**src/logic/pcs_pkg.sv**
```systemverilog
// shared constants and types of the codec serial port
package pcs_pkg;

   // system clock and serial timing
   localparam int          SYS_CLK_HZ      = 20_000_000;
   localparam int          SCLK_DIV        = 10;              // system clocks per bit clock
   localparam logic [3:0]  SCLK_LAST       = 4'(SCLK_DIV - 1);
   localparam logic [3:0]  SCLK_FALL       = 4'(SCLK_DIV / 2 - 1);
   localparam int          FRAME_DIV       = 256;             // bit clocks per frame
   localparam logic [7:0]  FRAME_LAST      = 8'(FRAME_DIV - 1);
   localparam int          FRAME_PERIOD_US = 125;             // nominal sample period
   localparam int          FRAME_CYCLES    = SCLK_DIV * FRAME_DIV;

   // sample framing
   localparam int          SAMPLE_BITS     = 8;
   localparam logic [7:0]  FIRST_BIT       = 8'h01;           // bit slot after the pulse
   localparam logic [7:0]  LAST_BIT        = 8'h08;
   localparam logic [7:0]  IDLE_CODE       = 8'hFF;           // encoded silence
   localparam int          WORD_W          = 16;
   localparam int          FIFO_DEPTH      = 32;
   localparam int          N_CH            = 2;

   // io port numbers of the two channels
   localparam logic [2:0]  PORT_CH0        = 3'h1;
   localparam logic [2:0]  PORT_CH1        = 3'h2;

   // mu-255 compander constants
   localparam logic [15:0] MU_BIAS         = 16'h0084;
   localparam logic [15:0] MU_CLIP         = 16'h7F7B;
   localparam logic        LAW_MU          = 1'b0;            // law select value for mu-255

   // one io instruction toward the port
   typedef struct packed {
      logic        wr;                                        // output instruction
      logic        rd;                                        // input instruction
      logic [2:0]  addr;
      logic [15:0] data;
   } pcs_io_req_t;

endpackage : pcs_pkg

```
**src/logic/pcs_serial_port.sv**
```systemverilog
// codec serial port: bit clock, frame pulse, two companded channels
`timescale 1ns/10ps
module pcs_serial_port
   import pcs_pkg::*;
(
   input  wire logic        clk,
   input  wire logic        reset,
   input  wire logic        companding_law_select,
   input  wire pcs_io_req_t io_req,
   output logic [15:0]      io_rd_data,
   output logic [1:0]       rx_sample_ready,
   output logic [1:0]       tx_space,
   output logic             serial_clk,
   output logic             frame_pulse_out,
   output logic             serial_tx_line_ch0,
   input  wire logic        serial_rx_line_ch0,
   output logic             serial_tx_line_ch1,
   input  wire logic        serial_rx_line_ch1
);

   // all state of the port outside the transmit fifos in one record
   typedef struct packed {
      logic [3:0]                   div_cnt;
      logic                         sclk;
      logic [7:0]                   bit_cnt;
      logic                         frame;
      logic [N_CH-1:0]              tx_line;
      logic [N_CH-1:0][7:0]         tx_shift;
      logic [N_CH-1:0]              rx_meta;
      logic [N_CH-1:0]              rx_sync;
      logic [N_CH-1:0][7:0]         rx_shift;
      logic [N_CH-1:0][WORD_W-1:0]  rx_word;
      logic [N_CH-1:0]              rx_full;
      logic [WORD_W-1:0]            rd_data;
   } pcs_port_state_t;

   // state copies and per-channel glue toward the queues
   pcs_port_state_t         s_reg;
   pcs_port_state_t         s_next;
   logic [N_CH-1:0]         rx_pin;
   logic [N_CH-1:0]         push;
   logic [N_CH-1:0]         pop;
   logic [N_CH-1:0]         f_in_ready;
   logic [N_CH-1:0]         f_out_valid;
   logic [N_CH-1:0][7:0]    f_out_data;
   logic [N_CH-1:0][7:0]    tx_code;
   logic                    rise;
   logic                    fall;
   logic [7:0]              next_bit;
   logic                    frame_start;
   logic                    rx_last;

   // linear word to mu-255 code
   function automatic logic [7:0] mu_encode(input logic [15:0] lin);
      logic        sign;
      logic [15:0] mag;
      logic [2:0]  expo;
      logic [15:0] shifted;
      logic [3:0]  sh_amt;
      sign = lin[15];
      mag  = sign ? 16'(~lin + 16'h0001) : lin;
      if (mag > MU_CLIP) begin
         mag = MU_CLIP;
      end
      mag  = mag + MU_BIAS;
      expo = 3'h0;
      for (int i = 0; i < 8; i++) begin
         if (mag[i+7]) begin
            expo = 3'(i);
         end
      end
      sh_amt  = {1'b0, expo} + 4'h3;                 // reaches 10, so wider than expo
      shifted = mag >> sh_amt;
      return ~{sign, expo, shifted[3:0]};
   endfunction : mu_encode

   // mu-255 code to linear word
   function automatic logic [15:0] mu_decode(input logic [7:0] code);
      logic [7:0]  u;
      logic [2:0]  expo;
      logic [3:0]  mant;
      logic [15:0] t;
      u    = ~code;
      expo = u[6:4];
      mant = u[3:0];
      t    = ((16'({mant, 3'b000}) + MU_BIAS) << expo) - MU_BIAS;
      return u[7] ? 16'(~t + 16'h0001) : t;
   endfunction : mu_decode

   // port address to channel decode, shared by reads and writes
   function automatic logic port_hit(input logic [2:0] addr, input int ch);
      return (ch == 0) ? (addr == PORT_CH0) : (addr == PORT_CH1);
   endfunction : port_hit

   // bit slot that carries a data bit, shared by both directions
   function automatic logic data_slot(input logic [7:0] slot);
      return (slot >= FIRST_BIT) && (slot <= LAST_BIT);
   endfunction : data_slot

   // law select decode, shared by compress and expand
   function automatic logic law_is_mu(input logic sel);
      return sel == LAW_MU;
   endfunction : law_is_mu

   // receive pins of both channels, synchronised in the state record
   assign rx_pin = {serial_rx_line_ch1, serial_rx_line_ch0};

   // queue encoded or raw samples on output instructions
   always_comb begin
      for (int c = 0; c < N_CH; c++) begin
         push[c]    = io_req.wr && port_hit(io_req.addr, c);
         tx_code[c] = law_is_mu(companding_law_select)  ? mu_encode(io_req.data)
                                                        : io_req.data[7:0];
      end
   end

   // one transmit fifo per channel
   genvar g;
   generate
      for (g = 0; g < N_CH; g++) begin : g_ch
         pcs_fifo #(
            .WIDTH (SAMPLE_BITS),
            .DEPTH (FIFO_DEPTH)
         ) u_tx_fifo (
            .clk       (clk),
            .reset     (reset),
            .in_valid  (push[g]),
            .in_ready  (f_in_ready[g]),
            .in_data   (tx_code[g]),
            .out_valid (f_out_valid[g]),
            .out_ready (pop[g]),
            .out_data  (f_out_data[g])
         );
      end
   endgenerate

   // bit clock divider, frame counter, shifters and port reads
   always_comb begin
      s_next   = s_reg;
      rise     = (s_reg.div_cnt == SCLK_LAST);
      fall     = (s_reg.div_cnt == SCLK_FALL);
      next_bit = s_reg.bit_cnt + 8'h01;
      pop      = '0;
      frame_start = rise && (s_reg.bit_cnt == FRAME_LAST);
      rx_last     = fall && (s_reg.bit_cnt == LAST_BIT);
      s_next.div_cnt = rise ? 4'h0 : s_reg.div_cnt + 4'h1;
      if (rise) begin
         s_next.sclk  = 1'b1;
         s_next.bit_cnt = next_bit;
         s_next.frame = frame_start;
      end else if (fall) begin
         s_next.sclk  = 1'b0;
      end
      for (int c = 0; c < N_CH; c++) begin
         s_next.rx_meta[c] = rx_pin[c];
         s_next.rx_sync[c] = s_reg.rx_meta[c];
         // frame start loads the next queued byte
         if (frame_start) begin
            pop[c]             = f_out_valid[c];
            s_next.tx_shift[c] = f_out_valid[c] ? f_out_data[c] : IDLE_CODE;
         end
         // transmit bit changes on rising edges, codec takes it falling
         if (rise && data_slot(next_bit)) begin
            s_next.tx_line[c]  = s_reg.tx_shift[c][7];
            s_next.tx_shift[c] = {s_reg.tx_shift[c][6:0], 1'b0};
         end
         // line parks low once bit 0 has had its slot
         if (rise && next_bit == LAST_BIT + 8'h01) begin
            s_next.tx_line[c] = 1'b0;
         end
         // a port read hands over the word and clears the flag
         if (io_req.rd && port_hit(io_req.addr, c)) begin
            s_next.rd_data    = s_reg.rx_word[c];
            s_next.rx_full[c] = 1'b0;
         end
         // receive bit sampled mid-cell, codec drives it on rising edges
         if (fall && data_slot(s_reg.bit_cnt)) begin
            s_next.rx_shift[c] = {s_reg.rx_shift[c][6:0], s_reg.rx_sync[c]};
            if (rx_last) begin
               s_next.rx_word[c] = law_is_mu(companding_law_select)
                  ? mu_decode({s_reg.rx_shift[c][6:0], s_reg.rx_sync[c]})
                  : {8'h00, s_reg.rx_shift[c][6:0], s_reg.rx_sync[c]};
               s_next.rx_full[c] = 1'b1;                                    // set wins
            end
         end
      end
      if (reset) begin
         s_next         = '0;
         s_next.bit_cnt = FRAME_LAST - 8'h01;
      end
   end

   // state register
   always_ff @(posedge clk) begin
      s_reg <= s_next;
   end

   // outputs straight from flip-flops
   assign serial_clk         = s_reg.sclk;
   assign frame_pulse_out    = s_reg.frame;
   assign serial_tx_line_ch0 = s_reg.tx_line[0];
   assign serial_tx_line_ch1 = s_reg.tx_line[1];
   assign io_rd_data         = s_reg.rd_data;
   assign rx_sample_ready    = s_reg.rx_full;
   assign tx_space           = f_in_ready;

endmodule : pcs_serial_port

```
**src/logic/pcs_fifo.sv**
```systemverilog
// parameterised fifo with registered read data
`timescale 1ns/10ps
module pcs_fifo #(
   parameter int WIDTH = 8,
   parameter int DEPTH = 32,
   parameter int AW    = $clog2(DEPTH)
) (
   input  wire logic             clk,
   input  wire logic             reset,
   input  wire logic             in_valid,
   output logic                  in_ready,
   input  wire logic [WIDTH-1:0] in_data,
   output logic                  out_valid,
   input  wire logic             out_ready,
   output logic [WIDTH-1:0]      out_data
);

   typedef struct packed {
      logic [DEPTH-1:0][WIDTH-1:0] mem;
      logic [AW-1:0]               wr_ptr;
      logic [AW-1:0]               rd_ptr;
      logic [AW:0]                 count;
      logic                        in_ready;
      logic                        out_valid;
      logic [WIDTH-1:0]            out_data;
   } pcs_fifo_state_t;

   pcs_fifo_state_t s_reg;
   pcs_fifo_state_t s_next;
   logic            push;
   logic            load;

   // push, refill of the output register, pointer and count update
   always_comb begin
      s_next = s_reg;
      push   = in_valid && s_reg.in_ready;
      load   = (s_reg.count != '0) && (!s_reg.out_valid || out_ready);
      if (s_reg.out_valid && out_ready) begin
         s_next.out_valid = 1'b0;
      end
      if (load) begin
         s_next.out_data  = s_reg.mem[s_reg.rd_ptr];
         s_next.out_valid = 1'b1;
         s_next.rd_ptr    = s_reg.rd_ptr + 1'b1;
      end
      if (push) begin
         s_next.mem[s_reg.wr_ptr] = in_data;
         s_next.wr_ptr            = s_reg.wr_ptr + 1'b1;
      end
      s_next.count    = s_reg.count + (AW+1)'(push) - (AW+1)'(load);
      s_next.in_ready = (s_next.count != (AW+1)'(DEPTH));
      if (reset) begin
         s_next          = '0;
         s_next.in_ready = 1'b1;
      end
   end

   // state register
   always_ff @(posedge clk) begin
      s_reg <= s_next;
   end

   assign in_ready  = s_reg.in_ready;
   assign out_valid = s_reg.out_valid;
   assign out_data  = s_reg.out_data;

endmodule : pcs_fifo

```
**config.mk**
```make
export PLATFORM = sky130hd
export DESIGN_NAME = pcs_serial_port
export DESIGN_NICKNAME = d
export VERILOG_FILES = /design/src/logic/pcs_pkg.sv /design/src/logic/pcs_serial_port.sv /design/src/logic/pcs_fifo.sv
export SDC_FILE = /design/constraint.sdc
export NUM_CORES = 1
export LEC_CHECK = 0
export ABC_AREA = 1
export BUFFER_PORTS_ARGS = -buffer_cell sky130_fd_sc_hd__clkbuf_2
export CORE_ASPECT_RATIO = 1.4
export CORE_UTILIZATION = 50
export DETAILED_ROUTE_END_ITERATION = 8
export HOLD_SLACK_MARGIN = 0.06
export PLACE_DENSITY = 0.66
export SLEW_MARGIN = 20
export SYNTH_ARGS = -nofsm -noshare
export SYNTH_HDL_FRONTEND = slang
export SYNTH_SLANG_ARGS = --single-unit
export TNS_END_PERCENT = 30
```
**constraint.sdc**
```tcl
create_clock -name clk -period 7.69 [get_ports clk]
set_input_delay 0.3845 -clock clk [delete_from_list [all_inputs] [get_ports clk]]
set_output_delay 0.3845 -clock clk [all_outputs]
set_load 0.05 [all_outputs]
```
### After elaboration in Yosys (flattened, before gate mapping)

Index checks and enable logic that the tools add are counted.
Widths: inputs -> output; s select.

* $add $sub $neg: 19
* order comparisons: 11
* equal/unequal tests: 9
* shifts and indexed selects: 3
* multiplexer cells: 45
* bitwise gates (word level): 6
* reduce and logical (&&, ||, !) cells: 34

Operators with widths (count)
* $bwmux 256: 2
* $mux 16: 7
* $mux 8: 11
* $bmux 8 s5: 2
* $demux 8 s5: 2
* $add 16x1->16 const B: 3
* $not 16->16: 3
* $shl 9x3->16: 2
* $sub 16x8->16 const B: 2
* $lt 5x6->1 const B: 4
* $not 8->8: 3
* $add 5x1->5 const B: 4
* $logic_and 1x1->1: 19
* $add 7x8->9 const B: 2
* $mux 3: 6
* $mux 9: 2
* $mux 17: 1
* $add 16x8->16 const B: 1
* $eq 8x4->1 const B: 2
* $ge 8x1->1 const B: 2
* $gt 16x15->1 const B: 1
* $le 8x4->1 const B: 2
* $shr 16x4->4: 1
* $add 6x1->6: 2
* 18 further kinds: 41

* bits in registers: 664
* bits of input ports: 26
* output and inout bits: 24
* logic and storage cells: 220

### Longest topological paths before layout

Gate-level depths: netlist of run 1.

* depth in word-level cells: 18
* gate-level depth with buffers: 35
* depth with buffers taken out: 33

### By module

Synthesis of run 1 repeated with hierarchy kept, for this count alone.

* cells, all modules: 4822
* area, all modules: 32702.6 um2

Modules (own cells, without submodules)
* pcs_fifo: instances 2, cells each 1899, area an instance 12951.2 um2, sequential area each 5645.4 um2
* pcs_serial_port: instances 1, cells each 1024, area an instance 6800.3 um2, sequential area each 2001.9 um2

### Worst setup path before layout of run 1

Ideal clock, no wire load.

* path kind: input-to-reg
* start point: input io_req[0] in the netlist's numbering
* end point: register g_ch[0].u_tx_fifo.s_reg[66] in the netlist's numbering
* library setup time: 0.117 ns
* arrival: 3.458 ns
* required time: 7.573 ns
* setup slack: 4.115 ns
* cell stages on the path: 30
* cell sequence: inv_1 ha_1 nand3_2 nand2_2 nand2_2 xor2_2 nand2_1 nor2_2 nand2_2 nand2_2 buf_6 inv_1 nand3_1 ha_1 nand3_1 nand2_2 nand3_1 inv_2 nand4_1 nand2_2 nand2_2 nor2_1 nor2_2 nand3_1 nand2_1 nand2_2 nand3_4 buf_6 nor2_1 nor2_1

* longest elaborated chain between the ends: 18

Ends and longest elaborated chain
* start: declaration: RTL line pcs_serial_port.sv:9 `input wire pcs_io_req_t io_req,`
* $not 16->16: RTL line pcs_serial_port.sv:61 `mag = sign ? 16'(~lin + 16'h0001) : lin;`
* $add 16x1->16: RTL line pcs_serial_port.sv:61
* $mux 16: RTL line pcs_serial_port.sv:61
* $gt 16x15->1: RTL line pcs_serial_port.sv:62 `if (mag > MU_CLIP) begin`
* $mux 16: RTL line pcs_serial_port.sv:62
* $add 16x8->16: RTL line pcs_serial_port.sv:65 `mag = mag + MU_BIAS;`
* $mux 1: RTL line pcs_serial_port.sv:68 `if (mag[i+7]) begin`
* $mux 3 (6 in a row): RTL line pcs_serial_port.sv:68
* $add 3x2->4: RTL line pcs_serial_port.sv:72 `sh_amt = {1'b0, expo} + 4'h3;`
* $shr 16x4->4: RTL line pcs_serial_port.sv:73 `shifted = mag >> sh_amt;`
* $not 8->8: RTL line pcs_serial_port.sv:74 `return ~{sign, expo, shifted[3:0]};`
* $mux 8 *: RTL line pcs_serial_port.sv:112 `tx_code[c] = law_is_mu(companding_law_select) ? mu_encode(io_req.data)`
* $bwmux 256 *: RTL line pcs_fifo.sv:47 `s_next.mem[s_reg.wr_ptr] = in_data;`
* end signal: assignment: RTL line pcs_fifo.sv:60 `s_reg <= s_next;`
* end: declaration: RTL line pcs_fifo.sv:28 `pcs_fifo_state_t s_reg;`

Mark *: on every way between the ends. The rest lies on a longest branch, timed or not.
A chain may end at the register's enable or synchronous reset.

### Final worst setup path of run 1

* start point: input io_req[0] in the netlist's numbering
* end point: register g_ch[1].u_tx_fifo.s_reg[180] in the netlist's numbering

* longest elaborated chain between the ends: 18

Ends and longest elaborated chain (RTL line)
* $not 16->16: pcs_serial_port.sv:61
* $add 16x1->16: pcs_serial_port.sv:61
* $mux 16 *: pcs_serial_port.sv:61
* $gt 16x15->1: pcs_serial_port.sv:62
* $mux 16 *: pcs_serial_port.sv:62
* $add 16x8->16 *: pcs_serial_port.sv:65
* $mux 1: pcs_serial_port.sv:68
* $mux 3 (6 in a row): pcs_serial_port.sv:68
* $add 3x2->4: pcs_serial_port.sv:72
* $shr 16x4->4 *: pcs_serial_port.sv:73
* $not 8->8 *: pcs_serial_port.sv:74
* $mux 8 *: pcs_serial_port.sv:112
* $bwmux 256 *: pcs_fifo.sv:47
* end signal: assignment: pcs_fifo.sv:60
* end: declaration: pcs_fifo.sv:28

Marks and branches as above.

==> impl_metrics.json, run 1 <==
{
  "p_sw_frac": 0.350,
  "crit_slowest_cell": "nand2_2",
  "seq_power_share": 0.391,
  "cp-endpoint": "g_ch[1].u_tx_fifo.s_reg[180]",
  "finalHoldViolations": 0,
  "routed_wirelength_um": 91600,
  "drive_gt1_frac": 0.0604,
  "path_common_cell": "nand2_2",
  "fmax_mhz": 218,
  "rrSetupSlack_ps": 3730,
  "setup_tns_ps": 0,
  "dp_slack_ps": 2540,
  "ys_warn_count": 0,
  "io_pins": 50,
  "gp_congestion": 0.898,
  "slowest_delay_ps": 730,
  "post_drt_wl_per_cell_um": 17.5,
  "final_common_cell": "o21ai_0",
  "start_util": 0.508,
  "p_int_uw": 6080,
  "grt_overflow_total": 0,
  "setup_viol": 0,
  "start_kind": "input port",
  "fin_crit_sh": 0.596,
  "synthCells": 4523,
  "dpl_cell_area_um2": 32000,
  "numCtsBuffers": 68,
  "ys_async_sr_fraction": 0,
  "setup.worst_path.start": "io_req[0]",
  "row_count": 108,
  "layout_min_cycle_time_ps": 4580,
  "ir_worst_vdd_mv": 0.232,
  "nets": 4441,
  "grt_max_degree": 217,
  "final_util": 0.548,
  "synth_area_um2": 31700,
  "ys.flop_type": "dfxtp_1",
  "grtUsageTotal": 0.281,
  "die_h_um": 300,
  "syn-num-nets": 4594,
  "pwr-share-comb": 0.254,
  "hold_slack_ps": 195,
  "fin_area_um2": 34200,
  "antenna_found_initial": 1,
  "cts_setup_buffers": 0,
  "vias": 29200,
  "largest_reg_flops": 544,
  "grt_pass1_wl_um": 147000,
  "vias_per_cell": 5.57,
  "fin_ws_ps": 3110,
  "r2r_end": "g_ch[1].u_tx_fifo.out_data[5]",
  "skew_ps": 26.6,
  "clk_latency_ps": 630,
  "cts_max_level": 3,
  "worst_slew_pin_slew_ps": 1150,
  "fp.dieArea_um2": 64500,
  "required_ps": 8160,
  "avgSynthCellArea_um2": 7.02,
  "drc": 0,
  "root_buffer": "clkbuf_16",
  "synth-edff-count": 0,
  "area_growth_pct": 7.72,
  "grt_setup_unrepaired": "false",
  "outcome": "finished, final reports clean",
  "crit_arrival_ps": 5050,
  "p_switching_uw": 3270,
  "end_kind": "flip-flop",
  "die_x_um": 215,
  "max_cap_viol_count": 0,
  "p_leak_uw": 0.0141,
  "r2r_start": "g_ch[1].u_tx_fifo.s_reg[16]",
  "slew_viol_final": 0,
  "slew_headroom": 0.231,
  "power.share.clock": 0.355,
  "synth_seq_area_share": 0.419,
  "cts_tree": "built",
  "clk_pin_slew_ps": 60,
  "clockBufferDepth": 3,
  "dr.first_iter.drc_count": 2342,
  "core_um2": 62400,
  "synth_cell_type_count": 47,
  "dpl.hpwl_um": 57100,
  "io_buffers": 49,
  "drt_first_pass_iters": 6,
  "reg2reg_depth": 7,
  "n_antenna_cell": 0,
  "clock_sinks": 664,
  "grt_pass1_vias": 27400,
  "synth_seq_cells": 664,
  "critPathKind": "input port to flip-flop",
  "critPathMaxFanout": 40,
  "final_cell_mix": "o21ai_0, dfxtp_1, nor2_1, inv_1, nand2_1",
  "final_antenna_net_count": 0,
  "power_density_nw_per_um2": 274,
  "hp-class": "input port to flip-flop"
}
## worst min-delay path by stage
stage,slack (ps),start,cells past startpoint,end
4_1_cts,180,reset,2,g_ch[0].u_tx_fifo.s_reg[23]
2_1_floorplan,390,s_reg[68],2,s_reg[66]
5_1_grt,200,reset,2,g_ch[0].u_tx_fifo.s_reg[23]
3_3_place_gp,430,s_reg[69],2,s_reg[67]
3_5_place_dp,420,s_reg[69],2,s_reg[67]
6_report,190,reset,2,g_ch[0].u_tx_fifo.s_reg[23]
## critical path: cells and delay by family
kind | cells | cell delay [ps]
AND/OR/NAND/NOR | 21 | 3080
buffers and inverters | 6 | 960
adder cells (fa/ha/maj) | 2 | 450
AO/OA/AOI/OAI | 1 | 130
## kinds of logic (layout without fill, tap and decap cells)
logic type | count (synthesis) | in the layout | share of synthesized area
xor gates and xnor gates | 38 | 38 | 0.0110
and+or+nand+nor | 1363 | 1363 | 0.177
adders and majority gates | 45 | 45 | 0.0182
muxes | 1 | 1 | 0.000315
AOI/OAI and AO/OA | 1503 | 1503 | 0.259
buffers and inverters | 909 | 809 | 0.115
DFF | 664 | 664 | 0.419
## metal layers
layer,global-route usage,routed length [um],vias up
li1,-,-,14700
met1,0.335,38300,13600
met2,0.500,45300,728
met3,0.0296,4010,215
met4,0.139,3950,0
met5,0,0,-
## cell type report
cell class / count / area (um2)
clock inverters: 26 / 235
multi-input cells: 2950 / 14800
clock buffers: 97 / 1960
flip-flops and latches: 664 / 13300
well taps: 825 / 1030
inverters: 593 / 2230
repair buffers: 93 / 599
fillers: 6189 / 28200
## power by group through the flow
stage	sequential (uW)	clock, uW	combinational (uW)
2_1_floorplan	3630	0	1700
3_5_place_dp	3730	0	2350
6_report	3660	3320	2380
3_3_place_gp	3730	0	2350
4_1_cts	3660	3370	2360
5_1_grt	3670	3500	2630
## per-stage QoR
| stage | total power [uW] | instances |
|---|---|---|
| floorplan | 5320 | 4523 |
| detailed placement | 6080 | 5123 |
| CTS | 9380 | 5248 |
| global placement | 6080 | 5123 |
| finish | 9350 | 5248 |
| global route | 9800 | 5248 |
## cell usage after synthesis (34+ instances only)
master    instances  area share
o21ai_0         756        0.12
dfxtp_1         664        0.42
nor2_1          608       0.072
inv_1           559       0.066
nand2_1         486       0.057
a21oi_1         456       0.072
clkbuf_1        248       0.029
nand3_1         152       0.024
o211ai_1        130       0.031
o22ai_1          57       0.011
ha_1             43       0.017
nand4_1          41      0.0081
buf_4            34      0.0080
## repair_timing
item	4_1_cts	5_1_grt
hold endpoints to repair	2	0
hold buffers	2	0
gates resized for setup	0	0
Note: power is estimated with default switching activity, not from simulation.
==> run 2, diff against run 1 <==
==> constraint.sdc (replaced) <==
create_clock -name clk -period 4.47 [get_ports clk]
set_input_delay 0.2235 -clock clk [delete_from_list [all_inputs] [get_ports clk]]
set_output_delay 0.2235 -clock clk [all_outputs]
set_load 0.05 [all_outputs]
==> impl_metrics.json, run 2 (synthesis results as in run 1) <==
{
  "outcome": "finished, final reports clean",
  "crit_slowest_cell": "dfxtp_1",
  "gp_congestion": 0.889,
  "grt_setup_unrepaired": "false",
  "worst_slew_pin_slew_ps": 1070,
  "clk_latency_ps": 620,
  "p_total_uw": 16500,
  "die_h_um": 300,
  "routed_wirelength_um": 91100,
  "drc": 0,
  "critPathKind": "flip-flop to flip-flop",
  "largest_reg_flops": 544,
  "grtUsageTotal": 0.279,
  "p_leak_uw": 0.0144,
  "grt_max_degree": 175,
  "cp_cell_sequence": "ha_1 > nand2_1 > nor2_1 > nand3_1 > nand2_1 > nand2_1 > buf_4 > inv_1 > ha_1 > inv_1 > ha_1 > inv_1 > fa_1 > o21ai_0 > xor2_1 > nand4_1",
  "fp.dieArea_um2": 64500,
  "max_cap_viol_count": 0,
  "area_growth_pct": 9.38,
  "core_um2": 62400,
  "crit_arrival_ps": 4080,
  "cp.depth": 16,
  "slowest_delay_ps": 420,
  "clk_pin_slew_ps": 60,
  "setup_viol": 0,
  "root_buffer": "clkbuf_16",
  "n_antenna_cell": 0,
  "grt_pass1_vias": 27700,
  "wl_met3_um": 3750,
  "fin_crit_sh": 0.806,
  "path_delay_family": "adder cells",
  "skew_ps": 26.3,
  "required_ps": 4950,
  "start_kind": "flip-flop",
  "layout_min_cycle_time_ps": 3600,
  "vias_per_cell": 5.54,
  "io_pins": 50,
  "p_int_uw": 10800,
  "power_density_nw_per_um2": 475,
  "cts_max_level": 3,
  "critPathMaxFanout": 13,
  "finalHoldViolations": 0,
  "reg2reg_depth": 16,
  "cts_setup_buffers": 0,
  "cts_tree": "built",
  "dpl.hpwl_um": 58600,
  "post_drt_wl_per_cell_um": 17.2,
  "die_x_um": 215,
  "fmax_mhz": 278,
  "vias": 29300,
  "grt_overflow_total": 0,
  "slew_headroom": 0.287,
  "p_sw_frac": 0.344,
  "nets": 4479,
  "antenna_found_initial": 0,
  "hold-path-cell-count": 2,
  "setup_tns_ps": 0,
  "end_kind": "flip-flop",
  "io_buffers": 49,
  "drive_gt1_frac": 0.0686,
  "grt_pass1_wl_um": 146000,
  "slew_viol_final": 0,
  "start_util": 0.508,
  "hp-class": "input port to flip-flop",
  "power.share.clock": 0.363,
  "routed-wl-met2_um": 45300,
  "top_layer": "met4",
  "critPathBufInv": 4,
  "final_cell_mix": "o21ai_0, dfxtp_1, nor2_1, inv_1, nand2_1",
  "pwr-share-comb": 0.259,
  "numCtsBuffers": 68,
  "clockBufferDepth": 3,
  "dr.first_iter.drc_count": 2310,
  "ir_worst_vdd_mv": 0.365,
  "drt_first_pass_iters": 6,
  "final_antenna_net_count": 0,
  "final_common_cell": "o21ai_0",
  "post_cts.resized_instances": 0,
  "wl_met1_um": 38300,
  "row_count": 108,
  "clock_sinks": 664,
  "p_switching_uw": 5670,
  "seq_power_share": 0.378
}
## run 2: cell count changes in the layout (fill, tap and decap cells not counted)
cell,change
buf_4,+29
buf_12,+9
clkinv_2,-6
bufinv_16,+4
clkbuf_8,+2
clkinv_4,+2
inv_6,-2
clkbuf_1,-1
clkinv_8,+1
## run 2: area by class of cell
| class | count | area, um2 |
|---|---|---|
| clock buffer | 98 | 1990 |
| clock inverter | 25 | 342 |
| fill | 6197 | 27700 |
| inverter | 593 | 2230 |
| multi-input combinational | 2950 | 14800 |
| sequential | 664 | 13300 |
| tap | 825 | 1030 |
| timing repair buffer | 131 | 997 |
## run 2: power groups by stage
stage / Clock, uW / Sequential, uW / Combinational (uW)
global placement: 0 / 6350 / 4180
finish: 5990 / 6230 / 4280
floorplan: 0 / 6240 / 2920
CTS: 6080 / 6220 / 4220
detailed placement: 0 / 6360 / 4200
global route: 6300 / 6250 / 4660
## run 2: worst register-to-register path, stage by stage, from the launching register on
cell     delay (ps)
dfxtp_1         420
ha_1            220
nand2_1          90
nor2_1          180
nand3_1         290
nand2_1         160
nand2_1          60
buf_4           180
inv_1           300
ha_1            300
inv_1            50
ha_1            160
inv_1            60
fa_1            400
o21ai_0         250
xor2_1          230
nand4_1         120
## run 2: metrics by stage
stage	worst slack [ps]	cell area, um2	hold slack [ps]	cells	util
after detailed placement	247	32400	403	5161	0.519
after CTS	832	34700	72.1	5286	0.556
after global placement	379	32400	409	5161	0.519
after global routing	419	34700	133	5286	0.556
final	868	34700	110	5286	0.556
after floorplan	1060	31700	330	4523	-
## run 2: metal layers
metal | up-vias | global-route usage
met4 | 0 | 0.134
met3 | 189 | 0.0292
met2 | 687 | 0.505
met5 | - | 0
met1 | 13700 | 0.329
li1 | 14700 | -
## run 2: timing repair
action / 4_1_cts / 5_1_grt
endpoints found under the hold margin: 2 / 0
endpoints found under the setup margin: 0 / 0
hold buffers: 2 / 0
## run 2: final timing paths
kind	startpoint	endpoint	slack, ps
max	s_reg[89]	g_ch[1].u_tx_fifo.in_ready	870
min	reset	g_ch[0].u_tx_fifo.s_reg[23]	110
max reg2reg	s_reg[89]	g_ch[1].u_tx_fifo.in_ready	870
min reg2reg	s_reg[69]	s_reg[67]	410
